<file path="src/design/ssc_pkg.sv">
// shared constants, types and helpers of the serial side access config block
// Overview of operation
// [RL1] reset clears the whole configuration register to zero.
// [RL2] a one written to the soft-reset bit starts a reset, then clears.
// [RL3] the soft-reset bit always reads as zero.
// [RL4] mode 00: a locked access gets error sync, reads zero, drops writes.
// [RL5] mode 01: a locked access completes quietly, reads zero, drops writes.
// [RL6] mode 10: a locked access is ignored and no sync is driven.
// [RL7] mode 11: locked chip-select cycles long-wait until unlocked, then end.
// [RL8] mode 11: other locked accesses complete, read zero, drop writes.
// [RL9] with the status bit clear, activation status equals the stored bit.
// [RL10] with the status bit set, locked or disabled modules read inactive.
// [RL11] an access to a locked module sets a sticky flag, cleared by one.
// [RL12] reserved bits read as zero and ignore writes.
package ssc_pkg;

    localparam int MOD_W = 3;
    localparam int MOD_CNT = 8;

    // byte addresses of the apb registers
    localparam logic [7:0] CFG_INDEX = 8'h01;
    localparam logic [7:0] ADDR_CFG = {CFG_INDEX[5:0], 2'b00};
    localparam logic [7:0] ADDR_STATUS = 8'h10;
    localparam logic [7:0] ADDR_CLEAR = 8'h14;
    localparam logic [7:0] ADDR_ENABLE = 8'h18;

    // configuration field layout
    localparam int CFG_SOFT_RESET_BIT = 7;
    localparam int CFG_MODE_LSB = 4;
    localparam int CFG_ACT_BIT = 0;
    localparam logic [7:0] CFG_RESET = 8'h00;
    localparam logic [7:0] CFG_WRITE_MASK = 8'h31;

    // event bits of status, clear and enable
    localparam int EVT_W = 2;
    localparam int EVT_VIOLATION = 0;
    localparam int EVT_SOFT_RESET = 1;
    localparam logic [EVT_W-1:0] EVT_RESET = 2'h0;

    typedef enum logic [1:0]
    {
        MODE_ERROR_SYNC,
        MODE_QUIET_DONE,
        MODE_IGNORE,
        MODE_WAIT_XCS
    } ssc_mode_t;

    typedef enum logic [1:0]
    {
        SYNC_NONE,
        SYNC_READY,
        SYNC_ERROR,
        SYNC_LONG_WAIT
    } ssc_sync_t;

    typedef struct packed
    {
        logic write;
        logic xcs;
        logic [MOD_W-1:0] module_id;
    } ssc_req_t;

    typedef struct packed
    {
        logic valid;
        ssc_sync_t sync;
        logic forward;
        logic read_zero;
    } ssc_rsp_t;

    function automatic logic bit_at(input logic [MOD_CNT-1:0] vec,
                                    input logic [MOD_W-1:0] idx);
        bit_at = vec[idx];
    endfunction

endpackage

</file>
<file path="src/design/ssc_lock_resolver.sv">
// decides how one lpc cycle toward a possibly locked module is answered
`timescale 1ns/1ps
module ssc_lock_resolver
    import ssc_pkg::*;
(
    input wire logic clk,
    input wire logic rst,
    input wire logic req_valid,
    input wire ssc_req_t req,
    input wire logic [MOD_CNT-1:0] lock_vec,
    input wire ssc_mode_t mode,
    output ssc_rsp_t rsp_q,
    output logic long_wait_q,
    output logic violation_q
);

    typedef enum logic {RS_IDLE, RS_HOLD} ssc_rstate_t;

    ssc_rstate_t state_q, state_d;
    logic [MOD_W-1:0] held_q, held_d;
    ssc_rsp_t rsp_d;
    logic long_wait_d;
    logic violation_d;
    logic locked;

    assign locked = bit_at(lock_vec, req.module_id);

    always_comb
    begin
        state_d = state_q;
        held_d = held_q;
        rsp_d = '{valid: 1'b0, sync: SYNC_NONE, forward: 1'b0,
                  read_zero: 1'b0};
        long_wait_d = long_wait_q;
        violation_d = 1'b0;
        unique case (state_q)
            RS_IDLE:
            begin
                if (req_valid)
                begin
                    held_d = req.module_id;
                    // [RL11] flag locked access
                    violation_d = locked;
                    if (!locked)
                    begin
                        rsp_d = '{1'b1, SYNC_READY, 1'b1, 1'b0};
                    end
                    else
                    begin
                        unique case (mode)
                            // [RL4] error sync, zero
                            MODE_ERROR_SYNC:
                                rsp_d = '{1'b1, SYNC_ERROR, 1'b0, 1'b1};
                            // [RL5] quiet completion
                            MODE_QUIET_DONE:
                                rsp_d = '{1'b1, SYNC_READY, 1'b0, 1'b1};
                            // [RL6] no sync at all
                            MODE_IGNORE:
                                rsp_d = '{1'b1, SYNC_NONE, 1'b0, 1'b0};
                            MODE_WAIT_XCS:
                            begin
                                if (req.xcs)
                                begin
                                    // [RL7] start long waits
                                    state_d = RS_HOLD;
                                    long_wait_d = 1'b1;
                                end
                                else
                                begin
                                    // [RL8] other locked cycles complete
                                    rsp_d = '{1'b1, SYNC_READY, 1'b0, 1'b1};
                                end
                            end
                        endcase
                    end
                end
            end
            RS_HOLD:
            begin
                // [RL7] complete once unlocked
                if (!bit_at(lock_vec, held_q))
                begin
                    state_d = RS_IDLE;
                    long_wait_d = 1'b0;
                    rsp_d = '{1'b1, SYNC_READY, 1'b1, 1'b0};
                end
            end
        endcase
    end

    always_ff @(posedge clk or posedge rst)
    begin
        if (rst)
        begin
            state_q <= RS_IDLE;
            held_q <= '0;
            rsp_q <= '{1'b0, SYNC_NONE, 1'b0, 1'b0};
            long_wait_q <= 1'b0;
            violation_q <= 1'b0;
        end
        else
        begin
            state_q <= state_d;
            held_q <= held_d;
            rsp_q <= rsp_d;
            long_wait_q <= long_wait_d;
            violation_q <= violation_d;
        end
    end

endmodule

</file>
<file path="src/design/ssc_top.sv">
// serial side access configuration: apb registers, lock answers, status
//
// The APB slave port is this design's own decision.
`timescale 1ns/1ps
module ssc_top
    import ssc_pkg::*;
#(
    parameter int N_MODULES = MOD_CNT
)
(
    input wire logic CORE_CLK,
    input wire logic RST,
    input wire logic PSEL,
    input wire logic PENABLE,
    input wire logic PWRITE,
    input wire logic [7:0] PADDR,
    input wire logic [31:0] PWDATA,
    output logic [31:0] PRDATA,
    output logic PREADY,
    output logic PSLVERR,
    input wire logic LPC_REQ_VALID,
    input wire ssc_req_t LPC_REQ,
    output ssc_rsp_t LPC_RSP,
    output logic LPC_LONG_WAIT,
    input wire logic [N_MODULES-1:0] MODULE_LOCK,
    input wire logic [N_MODULES-1:0] FAST_DISABLE,
    input wire logic [N_MODULES-1:0] ACTIVATION_BIT,
    input wire logic [MOD_W-1:0] ACT_QUERY_MODULE,
    output logic ACT_STATUS,
    output logic CONTROLLER_SOFT_RESET,
    output logic IRQ
);

    if (N_MODULES < 1 || N_MODULES > MOD_CNT)
    begin : g_check
        $error("N_MODULES must lie between 1 and MOD_CNT");
    end

    // register state
    logic [1:0] mode_q, mode_d;
    logic act_cfg_q, act_cfg_d;
    logic soft_reset_q, soft_reset_d;
    logic [EVT_W-1:0] status_q, status_d;
    logic [EVT_W-1:0] enable_q, enable_d;
    logic [31:0] rdata_q, rdata_d;
    logic slverr_q, slverr_d;
    logic act_status_q, act_status_d;
    logic irq_q, irq_d;

    // bus decode
    logic setup;
    logic wr_en;
    logic rd_en;
    logic hit_cfg;
    logic hit_status;
    logic hit_clear;
    logic hit_enable;
    logic mapped;

    // lock resolver hookup
    logic [MOD_CNT-1:0] lock_ext;
    logic [MOD_CNT-1:0] fdis_ext;
    logic [MOD_CNT-1:0] act_ext;
    logic violation;
    logic [EVT_W-1:0] events;

    assign lock_ext = MOD_CNT'(MODULE_LOCK);
    assign fdis_ext = MOD_CNT'(FAST_DISABLE);
    assign act_ext = MOD_CNT'(ACTIVATION_BIT);

    ssc_lock_resolver u_resolver
    (
        .clk(CORE_CLK),
        .rst(RST),
        .req_valid(LPC_REQ_VALID),
        .req(LPC_REQ),
        .lock_vec(lock_ext),
        .mode(ssc_mode_t'(mode_q)),
        .rsp_q(LPC_RSP),
        .long_wait_q(LPC_LONG_WAIT),
        .violation_q(violation)
    );

    // apb decode: the slave answers in the access cycle itself
    assign setup = PSEL && !PENABLE;
    assign hit_cfg = (PADDR == ADDR_CFG);
    assign hit_status = (PADDR == ADDR_STATUS);
    assign hit_clear = (PADDR == ADDR_CLEAR);
    assign hit_enable = (PADDR == ADDR_ENABLE);
    assign mapped = hit_cfg || hit_status || hit_clear || hit_enable;
    assign wr_en = PSEL && PENABLE && PWRITE && mapped;
    assign rd_en = setup && !PWRITE;

    // configuration register
    always_comb
    begin
        mode_d = mode_q;
        act_cfg_d = act_cfg_q;
        soft_reset_d = 1'b0;
        if (wr_en && hit_cfg)
        begin
            // [RL12] reserved bits dropped
            mode_d = PWDATA[CFG_MODE_LSB +: 2];
            act_cfg_d = PWDATA[CFG_ACT_BIT];
            // [RL2] one-cycle reset start
            soft_reset_d = PWDATA[CFG_SOFT_RESET_BIT];
        end
    end

    always_ff @(posedge CORE_CLK or posedge RST)
    begin
        if (RST)
        begin
            // [RL1] register cleared
            mode_q <= CFG_RESET[CFG_MODE_LSB +: 2];
            act_cfg_q <= CFG_RESET[CFG_ACT_BIT];
            soft_reset_q <= CFG_RESET[CFG_SOFT_RESET_BIT];
        end
        else
        begin
            mode_q <= mode_d;
            act_cfg_q <= act_cfg_d;
            soft_reset_q <= soft_reset_d;
        end
    end

    // event status, enable and interrupt
    assign events = {soft_reset_q, violation};

    always_comb
    begin
        status_d = status_q;
        enable_d = enable_q;
        if (wr_en && hit_clear)
        begin
            status_d = status_q & ~PWDATA[EVT_W-1:0];
        end
        // [RL11] set beats clear
        status_d = status_d | events;
        if (wr_en && hit_enable)
        begin
            enable_d = PWDATA[EVT_W-1:0];
        end
        irq_d = |(status_d & enable_d);
    end

    always_ff @(posedge CORE_CLK or posedge RST)
    begin
        if (RST)
        begin
            status_q <= EVT_RESET;
            enable_q <= EVT_RESET;
            irq_q <= 1'b0;
        end
        else
        begin
            status_q <= status_d;
            enable_q <= enable_d;
            irq_q <= irq_d;
        end
    end

    // read data, taken in the setup cycle so it is stable in access
    always_comb
    begin
        rdata_d = rdata_q;
        slverr_d = slverr_q;
        if (setup)
        begin
            rdata_d = '0;
            slverr_d = !mapped;
            if (rd_en && hit_cfg)
            begin
                // [RL3] soft-reset reads zero
                rdata_d[CFG_SOFT_RESET_BIT] = 1'b0;
                rdata_d[CFG_MODE_LSB +: 2] = mode_q;
                rdata_d[CFG_ACT_BIT] = act_cfg_q;
            end
            else if (rd_en && hit_status)
            begin
                rdata_d[EVT_W-1:0] = status_q;
            end
            else if (rd_en && hit_enable)
            begin
                rdata_d[EVT_W-1:0] = enable_q;
            end
        end
    end

    always_ff @(posedge CORE_CLK or posedge RST)
    begin
        if (RST)
        begin
            rdata_q <= '0;
            slverr_q <= 1'b0;
        end
        else
        begin
            rdata_q <= rdata_d;
            slverr_q <= slverr_d;
        end
    end

    // activation status as seen from the lpc side
    always_comb
    begin
        // [RL9] stored bit by default
        act_status_d = bit_at(act_ext, ACT_QUERY_MODULE);
        // [RL10] masked when locked or disabled
        if (act_cfg_q && (bit_at(lock_ext, ACT_QUERY_MODULE) ||
                          bit_at(fdis_ext, ACT_QUERY_MODULE)))
        begin
            act_status_d = 1'b0;
        end
    end

    always_ff @(posedge CORE_CLK or posedge RST)
    begin
        if (RST)
        begin
            act_status_q <= 1'b0;
        end
        else
        begin
            act_status_q <= act_status_d;
        end
    end

    assign PRDATA = rdata_q;
    assign PREADY = 1'b1;
    assign PSLVERR = slverr_q && PSEL && PENABLE;
    assign ACT_STATUS = act_status_q;
    assign CONTROLLER_SOFT_RESET = soft_reset_q;
    assign IRQ = irq_q;

endmodule

</file>
<file path="config.mk">
export PLATFORM = sky130hd
export DESIGN_NAME = ssc_top
export DESIGN_NICKNAME = d
export VERILOG_FILES = /design/src/design/ssc_pkg.sv /design/src/design/ssc_lock_resolver.sv /design/src/design/ssc_top.sv
export SDC_FILE = /design/constraint.sdc
export NUM_CORES = 1
export LEC_CHECK = 0
export ABC_CLOCK_PERIOD_IN_PS = 3100
export BUFFER_PORTS_ARGS = -buffer_cell sky130_fd_sc_hd__clkbuf_2
export CAP_MARGIN = 20
export CORE_ASPECT_RATIO = 1.75
export CORE_MARGIN = 1.5
export CORE_UTILIZATION = 44
export DETAILED_ROUTE_END_ITERATION = 8
export PLACE_DENSITY = 0.87
export SETUP_SLACK_MARGIN = 0.3
export SLEW_MARGIN = 15
export SYNTH_ARGS = -nofsm -noshare
export SYNTH_HDL_FRONTEND = slang
export SYNTH_SLANG_ARGS = --single-unit
</file>
<file path="constraint.sdc">
create_clock -name CORE_CLK -period 3.1 [get_ports CORE_CLK]
set_input_delay 0.62 -clock CORE_CLK [delete_from_list [all_inputs] [get_ports CORE_CLK]]
set_output_delay 0.62 -clock CORE_CLK [all_outputs]
set_load 0.005 [all_outputs]
</file>
==> results of run 1 <==
-- path summary, 6_finish.rpt --
check                                                 start                            endpoint  slack (ps)  depth (start not counted)
max                                                PADDR[3]               act_cfg_q$_DFFE_PP0P_        1230                          4
min                                   PRDATA[0]$_DFFE_PP0P_               PRDATA[0]$_DFFE_PP0P_         490                          2
max reg2reg                u_resolver.held_q[0]$_DFFE_PP0P_  u_resolver.long_wait_q$_DFFE_PP0P_        1730                          4
min reg2reg                           PRDATA[0]$_DFFE_PP0P_               PRDATA[0]$_DFFE_PP0P_         490                          2
max in group asynchronous                               RST    u_resolver.held_q[0]$_DFFE_PP0P_        1960                          2
min in group asynchronous                               RST    u_resolver.violation_q$_DFF_PP0_         550                          2
-- layout by cell type, fill, tap and decap left out, types with 3 or more instances in the layout --
| cell type | instances |
|---|---|
| nor2b_1 | 3 |
| nor3_1 | 4 |
| a22o_1 | 3 |
| clkbuf_8 | 3 |
| nand3_1 | 3 |
| conb_1 | 29 |
| mux2i_1 | 10 |
| nand2_1 | 6 |
| clkbuf_2 | 63 |
| nor2_1 | 5 |
| inv_1 | 3 |
| dfrtp_1 | 26 |
| and3_1 | 3 |
| mux2_2 | 9 |
| o21ai_0 | 5 |
| nand2b_1 | 3 |
| nand4_1 | 3 |
-- power by group through the flow --
stage / clock network [mW] / registers [mW] / logic [mW]
6_report: 0.185 / 0.362 / 0.126
3_5_place_dp: 0 / 0.369 / 0.127
3_3_place_gp: 0 / 0.368 / 0.122
2_1_floorplan: 0 / 0.365 / 0.0965
4_1_cts: 0.188 / 0.362 / 0.127
5_1_grt: 0.205 / 0.364 / 0.142
-- kinds of logic after synthesis --
kind of cell	after synthesis
and+or+nand+nor	47
AOI/OAI and AO/OA	25
buffers and inverters	36
muxes	21
DFF	26
other	2
-- registers in the layout, indices dropped and copies added (netlist names) --
register / cells
slverr_q: 1
mode_q: 2
status_q: 2
u_resolver.state_q: 1
u_resolver.held_q: 3
IRQ: 1
PRDATA: 4
ACT_STATUS: 1
u_resolver.rsp_q: 5
enable_q: 2
u_resolver.long_wait_q: 1
CONTROLLER_SOFT_RESET: 1
act_cfg_q: 1
u_resolver.violation_q: 1
-- routing by layer --
metal  vias to the layer above  GRT usage
li1                        644          -
met1                       620      0.170
met2                        67      0.351
met3                         6     0.0196
met4                         0     0.0732
met5                         -          0
-- per-stage QoR --
step / hold WS [ps] / cells
finish: 486 / 263
global route: 504 / 263
CTS: 483 / 263
detailed placement: 464 / 260
global placement: 458 / 260
floorplan: 423 / 184
-- final cells by class --
| cell class | count | area, sq um | area share |
|---|---|---|---|
| flip-flops and latches | 26 | 651 | 0.334 |
| well taps | 46 | 57.6 | 0.0296 |
| repair buffers | 63 | 315 | 0.162 |
| clock buffers | 3 | 41.3 | 0.0212 |
| multi-input cells | 122 | 870 | 0.447 |
| inverters | 3 | 11.3 | 0.00579 |
-- worst max-delay path, cell delays in order --
cell	delay (ps)
clkbuf_2	130
or4b_4	590
nor3b_2	300
mux2_2	370
==> metrics.cfg, run 1 <==
[power]
totalPowerFinal_uw=672
ir_drop_mv=0.191
switching_share=0.256
pwr-share-seq=0.538
combPwrFrac=0.187
p_clk_frac=0.275
powerDensity_nw_per_um2=346
internal-power_uw=500
power.switching_uw=172
leakage_nw=1.01

[synth]
ys_warn_count=0
syn_area_sq_um=1670
synthDistinctLibCells=46
ys_seq_area_frac=0.391
synth_top_area_share=0.391
synth-main-ff-cell=dfrtp_1
synth_xor_area_frac=0
yosys.area.top_type=dfrtp_1
synth_area_per_cell_sq_um=10.6
ys_ff_latch=26
yosys.area_share.simple=0.196
synth-compound-area-share=0.113
synth_area_leaders=dfrtp_1 (39%), buf_4 (13%), mux2_2 (6.1%), mux2i_1 (6.0%), mux4_2 (2.7%)
syn_inst=157
synth_fa_ha_area_frac=0
synth_top_family_by_area=simple AND/OR/NAND/NOR gates
muxShareOfSynthArea=0.148
synth-edff-count=0
async_flop_share=1.00
yosysMostFrequentCell=buf_4
synth_common_cells=buf_4 (29), dfrtp_1 (26), mux2i_1 (10), mux2_2 (9), nand2_1 (6)

[placed_design]
dp_worst_setup_slack_ps=944
port_buffers=63
gp_congestion=0.906
dp_hpwl_um=2850
place_area_sq_um=1900

[die]
die_area_sq_um=4180
io_pins=121
die_w_um=49.5
placementRows=29
die_y_um=84.4
coreArea_sq_um=3630
initial_utilization=0.459

[sta]
max_freq_mhz=535
fin_crit_sh=0.603
setup_viol_count_final=0
maxSlewViolCount=0
timing.final.ws_setup_ps=1230
period_needed_ps=1870
worst_pin_slew_ps=968
finClkSkew_ps=8.95
hold_viol=0
slew_headroom=0.354
rsz0062_at_grt=false
tns_ps=0

[clock_tree]
cts-htree-levels=1
ctsHoldBuffers=0
cts_buffers=3
path_clk_slew_ps=80
cts_sinks=26
cts_resized=0
postCtsSetupRepairBufs=0
worstSkewPairLatency_ps=270
tritoncts=built
clockBufferDepth=2
root_buffer=clkbuf_8

[route]
top_layer=met4
wl_met1_um=1130
viasPerCell=5.08
drt_iter0_markers=23
drt-total-wl_um=3330
met2WireLength_um=1950
vias=1337
wl_per_cell_um=12.7
firstDrtPassIters=4
ant_nets=0
wl_met3_um=193
route.detailed.drc=0

[layout]
antenna_cells=0
post-route-util=0.536
nets=297
stdcell_area_sq_um=1950
fillerInstances=355
area_delta_synth_final_pct=16.8
layout-drive-gt1-share=0.396

[setup_path]
critPathLaunchType=input pin
arrival_ps=2020
crit_fanout=5
crit_required_ps=3250
path_class=in2reg
end_kind=register

[run_status]
status=completed

[global_route]
grt_pass1_wl_um=5730
antenna_found_initial=0
grt_usage=0.174
grt_overflow=0
grt_pass1_vias=1356
grt_start_max_net_pins=27

[hold_path]
hp-class=reg2reg

[flow_run]
cap_violations=0

(Power assumes the default switching activity.)
==> run 2: changes to the inputs <==
Settings changed: ABC_CLOCK_PERIOD_IN_PS 3100 to 1790, CORE_UTILIZATION 44 to 41, PLACE_DENSITY 0.87 to 0.82.
Clock period 3.1 ns to 1.79 ns, I/O delays scaled along.
==> run 2 against run 1 <==
Clock skew down 7.0 ps. Register-to-register slack worse by 1300 ps. Combinational power grew 85%. Critical path depth did not move. Sequential share of layout area decreased by 1.9 points. Critical endpoint is now mode_q[0]$_DFFE_PP0P_. Largest cell class unchanged.
==> metrics.cfg, run 2 (same netlist as run 1, synthesis figures left out) <==
[sta]
max_freq_mhz=677
timing.final.ws_setup_ps=313
rsz0062_at_grt=true
fin_crit_sh=0.825
setup_viol_count_final=0
tns_ps=0
finClkSkew_ps=1.91
hold_viol=0
period_needed_ps=1480
maxSlewViolCount=0

[power]
powerDensity_nw_per_um2=645
ir_drop_mv=0.385
internal-power_mw=1.03
leakage_nw=1.08
combPwrFrac=0.175
switching_share=0.229
power.switching_uw=304
pwr-share-seq=0.471
p_clk_frac=0.354

[clock_tree]
path_clk_slew_ps=90
ctsHoldBuffers=0
tritoncts=built
cts_sinks=26
postCtsSetupRepairBufs=0
cts_buffers=3
clockBufferDepth=2
cts-htree-levels=1
cts_resized=0
worstSkewPairLatency_ps=260
root_buffer=clkbuf_8

[route]
ant_nets=0
wl_met1_um=1120
drt-total-wl_um=3300
route.detailed.drc=0
viasPerCell=4.96
firstDrtPassIters=3
top_layer=met4
drt_iter0_markers=2
met2WireLength_um=1910
vias=1354
wl_per_cell_um=12.1
wl_met3_um=214

[run_status]
status=completed

[die]
initial_utilization=0.431
io_pins=121
die_y_um=87.3
coreArea_sq_um=3870
die_area_sq_um=4470
placementRows=30
die_w_um=51.2

[global_route]
grt_usage=0.154
antenna_found_initial=0
grt_start_max_net_pins=27
grt_pass1_wl_um=5370
grt_pass1_vias=1307
grt_overflow=0

[setup_path]
arrival_ps=1630
reg2reg_depth=4
r2r-end=u_resolver.long_wait_q$_DFFE_PP0P_
crit_required_ps=1940
crit_fanout=3
reg2reg_from=u_resolver.held_q[0]$_DFFE_PP0P_
reg2reg_slack_ps=420
end_kind=register
critPathLaunchType=input pin
path_class=in2reg

[placed_design]
placedCellCount=269
port_buffers=63
dp_worst_setup_slack_ps=25.5
dp_hpwl_um=2850
gp_congestion=0.848

[layout]
area_delta_synth_final_pct=23.8
largest_reg_flops=5
instances_no_fill=273
largest-register=u_resolver.rsp_q
layout-drive-gt1-share=0.427
layout_common_cells=clkbuf_2 (62), conb_1 (29), dfrtp_1 (26)
fillerInstances=361
layout_commonest_cell=clkbuf_2
antenna_cells=0
nets=304

[hold_path]
hp-class=in2async

[flow_run]
cap_violations=0

==> run 2: cell types whose count changed in the layout (fill, tap and decap cells not counted), sizes merged <==
cell	delta
buf	+8
bufinv	+1
clkbuf	-1
==> run 2: cell type report <==
class	count	area, sq um	area share
clock inverter	1	30.0	0.0146
multi-input combinational	122	891	0.432
clock buffer	3	41.3	0.0200
tap	48	60.1	0.0291
sequential	26	651	0.316
timing repair buffer	70	378	0.183
inverter	3	11.3	0.00546
==> run 2: worst max-delay path, stage by stage <==
cell and delay (ps):
clkbuf_2 90, or4b_4 580, nor3b_4 250, mux2_2 360
==> run 2: how the worst max path moves through the flow <==
stage | startpoint | end | slack [ps] | cells past startpoint
final | PADDR[3] | mode_q[0]$_DFFE_PP0P_ | 310 | 4
after global routing | PADDR[3] | act_cfg_q$_DFFE_PP0P_ | 270 | 4
after CTS | PADDR[3] | mode_q[0]$_DFFE_PP0P_ | 310 | 4
after detailed placement | PADDR[3] | mode_q[0]$_DFFE_PP0P_ | 30 | 4
after global placement | PADDR[3] | mode_q[0]$_DFFE_PP0P_ | 30 | 4
after floorplan | PADDR[3] | act_cfg_q$_DFFE_PP0P_ | 170 | 3
==> run 2: power groups by stage <==
stage	clock network (mW)	registers, mW	logic [mW]
global route	0.501	0.629	0.261
detailed placement	0	0.637	0.231
finish	0.470	0.626	0.233
CTS	0.483	0.626	0.232
global placement	0	0.636	0.224
floorplan	0	0.632	0.168
==> run 2: metal layers <==
layer,up-vias,track usage
met5,-,0
met4,0,0.0590
met3,4,0.00687
met2,66,0.313
met1,630,0.156
li1,654,-
==> run 2: per-stage QoR <==
step	hold slack (ps)	instance area, sq um	utilization	total power [mW]
after global routing	144	2060	0.533	1.39
after CTS	123	2040	0.528	1.34
after floorplan	398	1780	-	0.800
final	111	2060	0.533	1.33
after global placement	409	1970	0.510	0.860
after detailed placement	412	1970	0.510	0.869
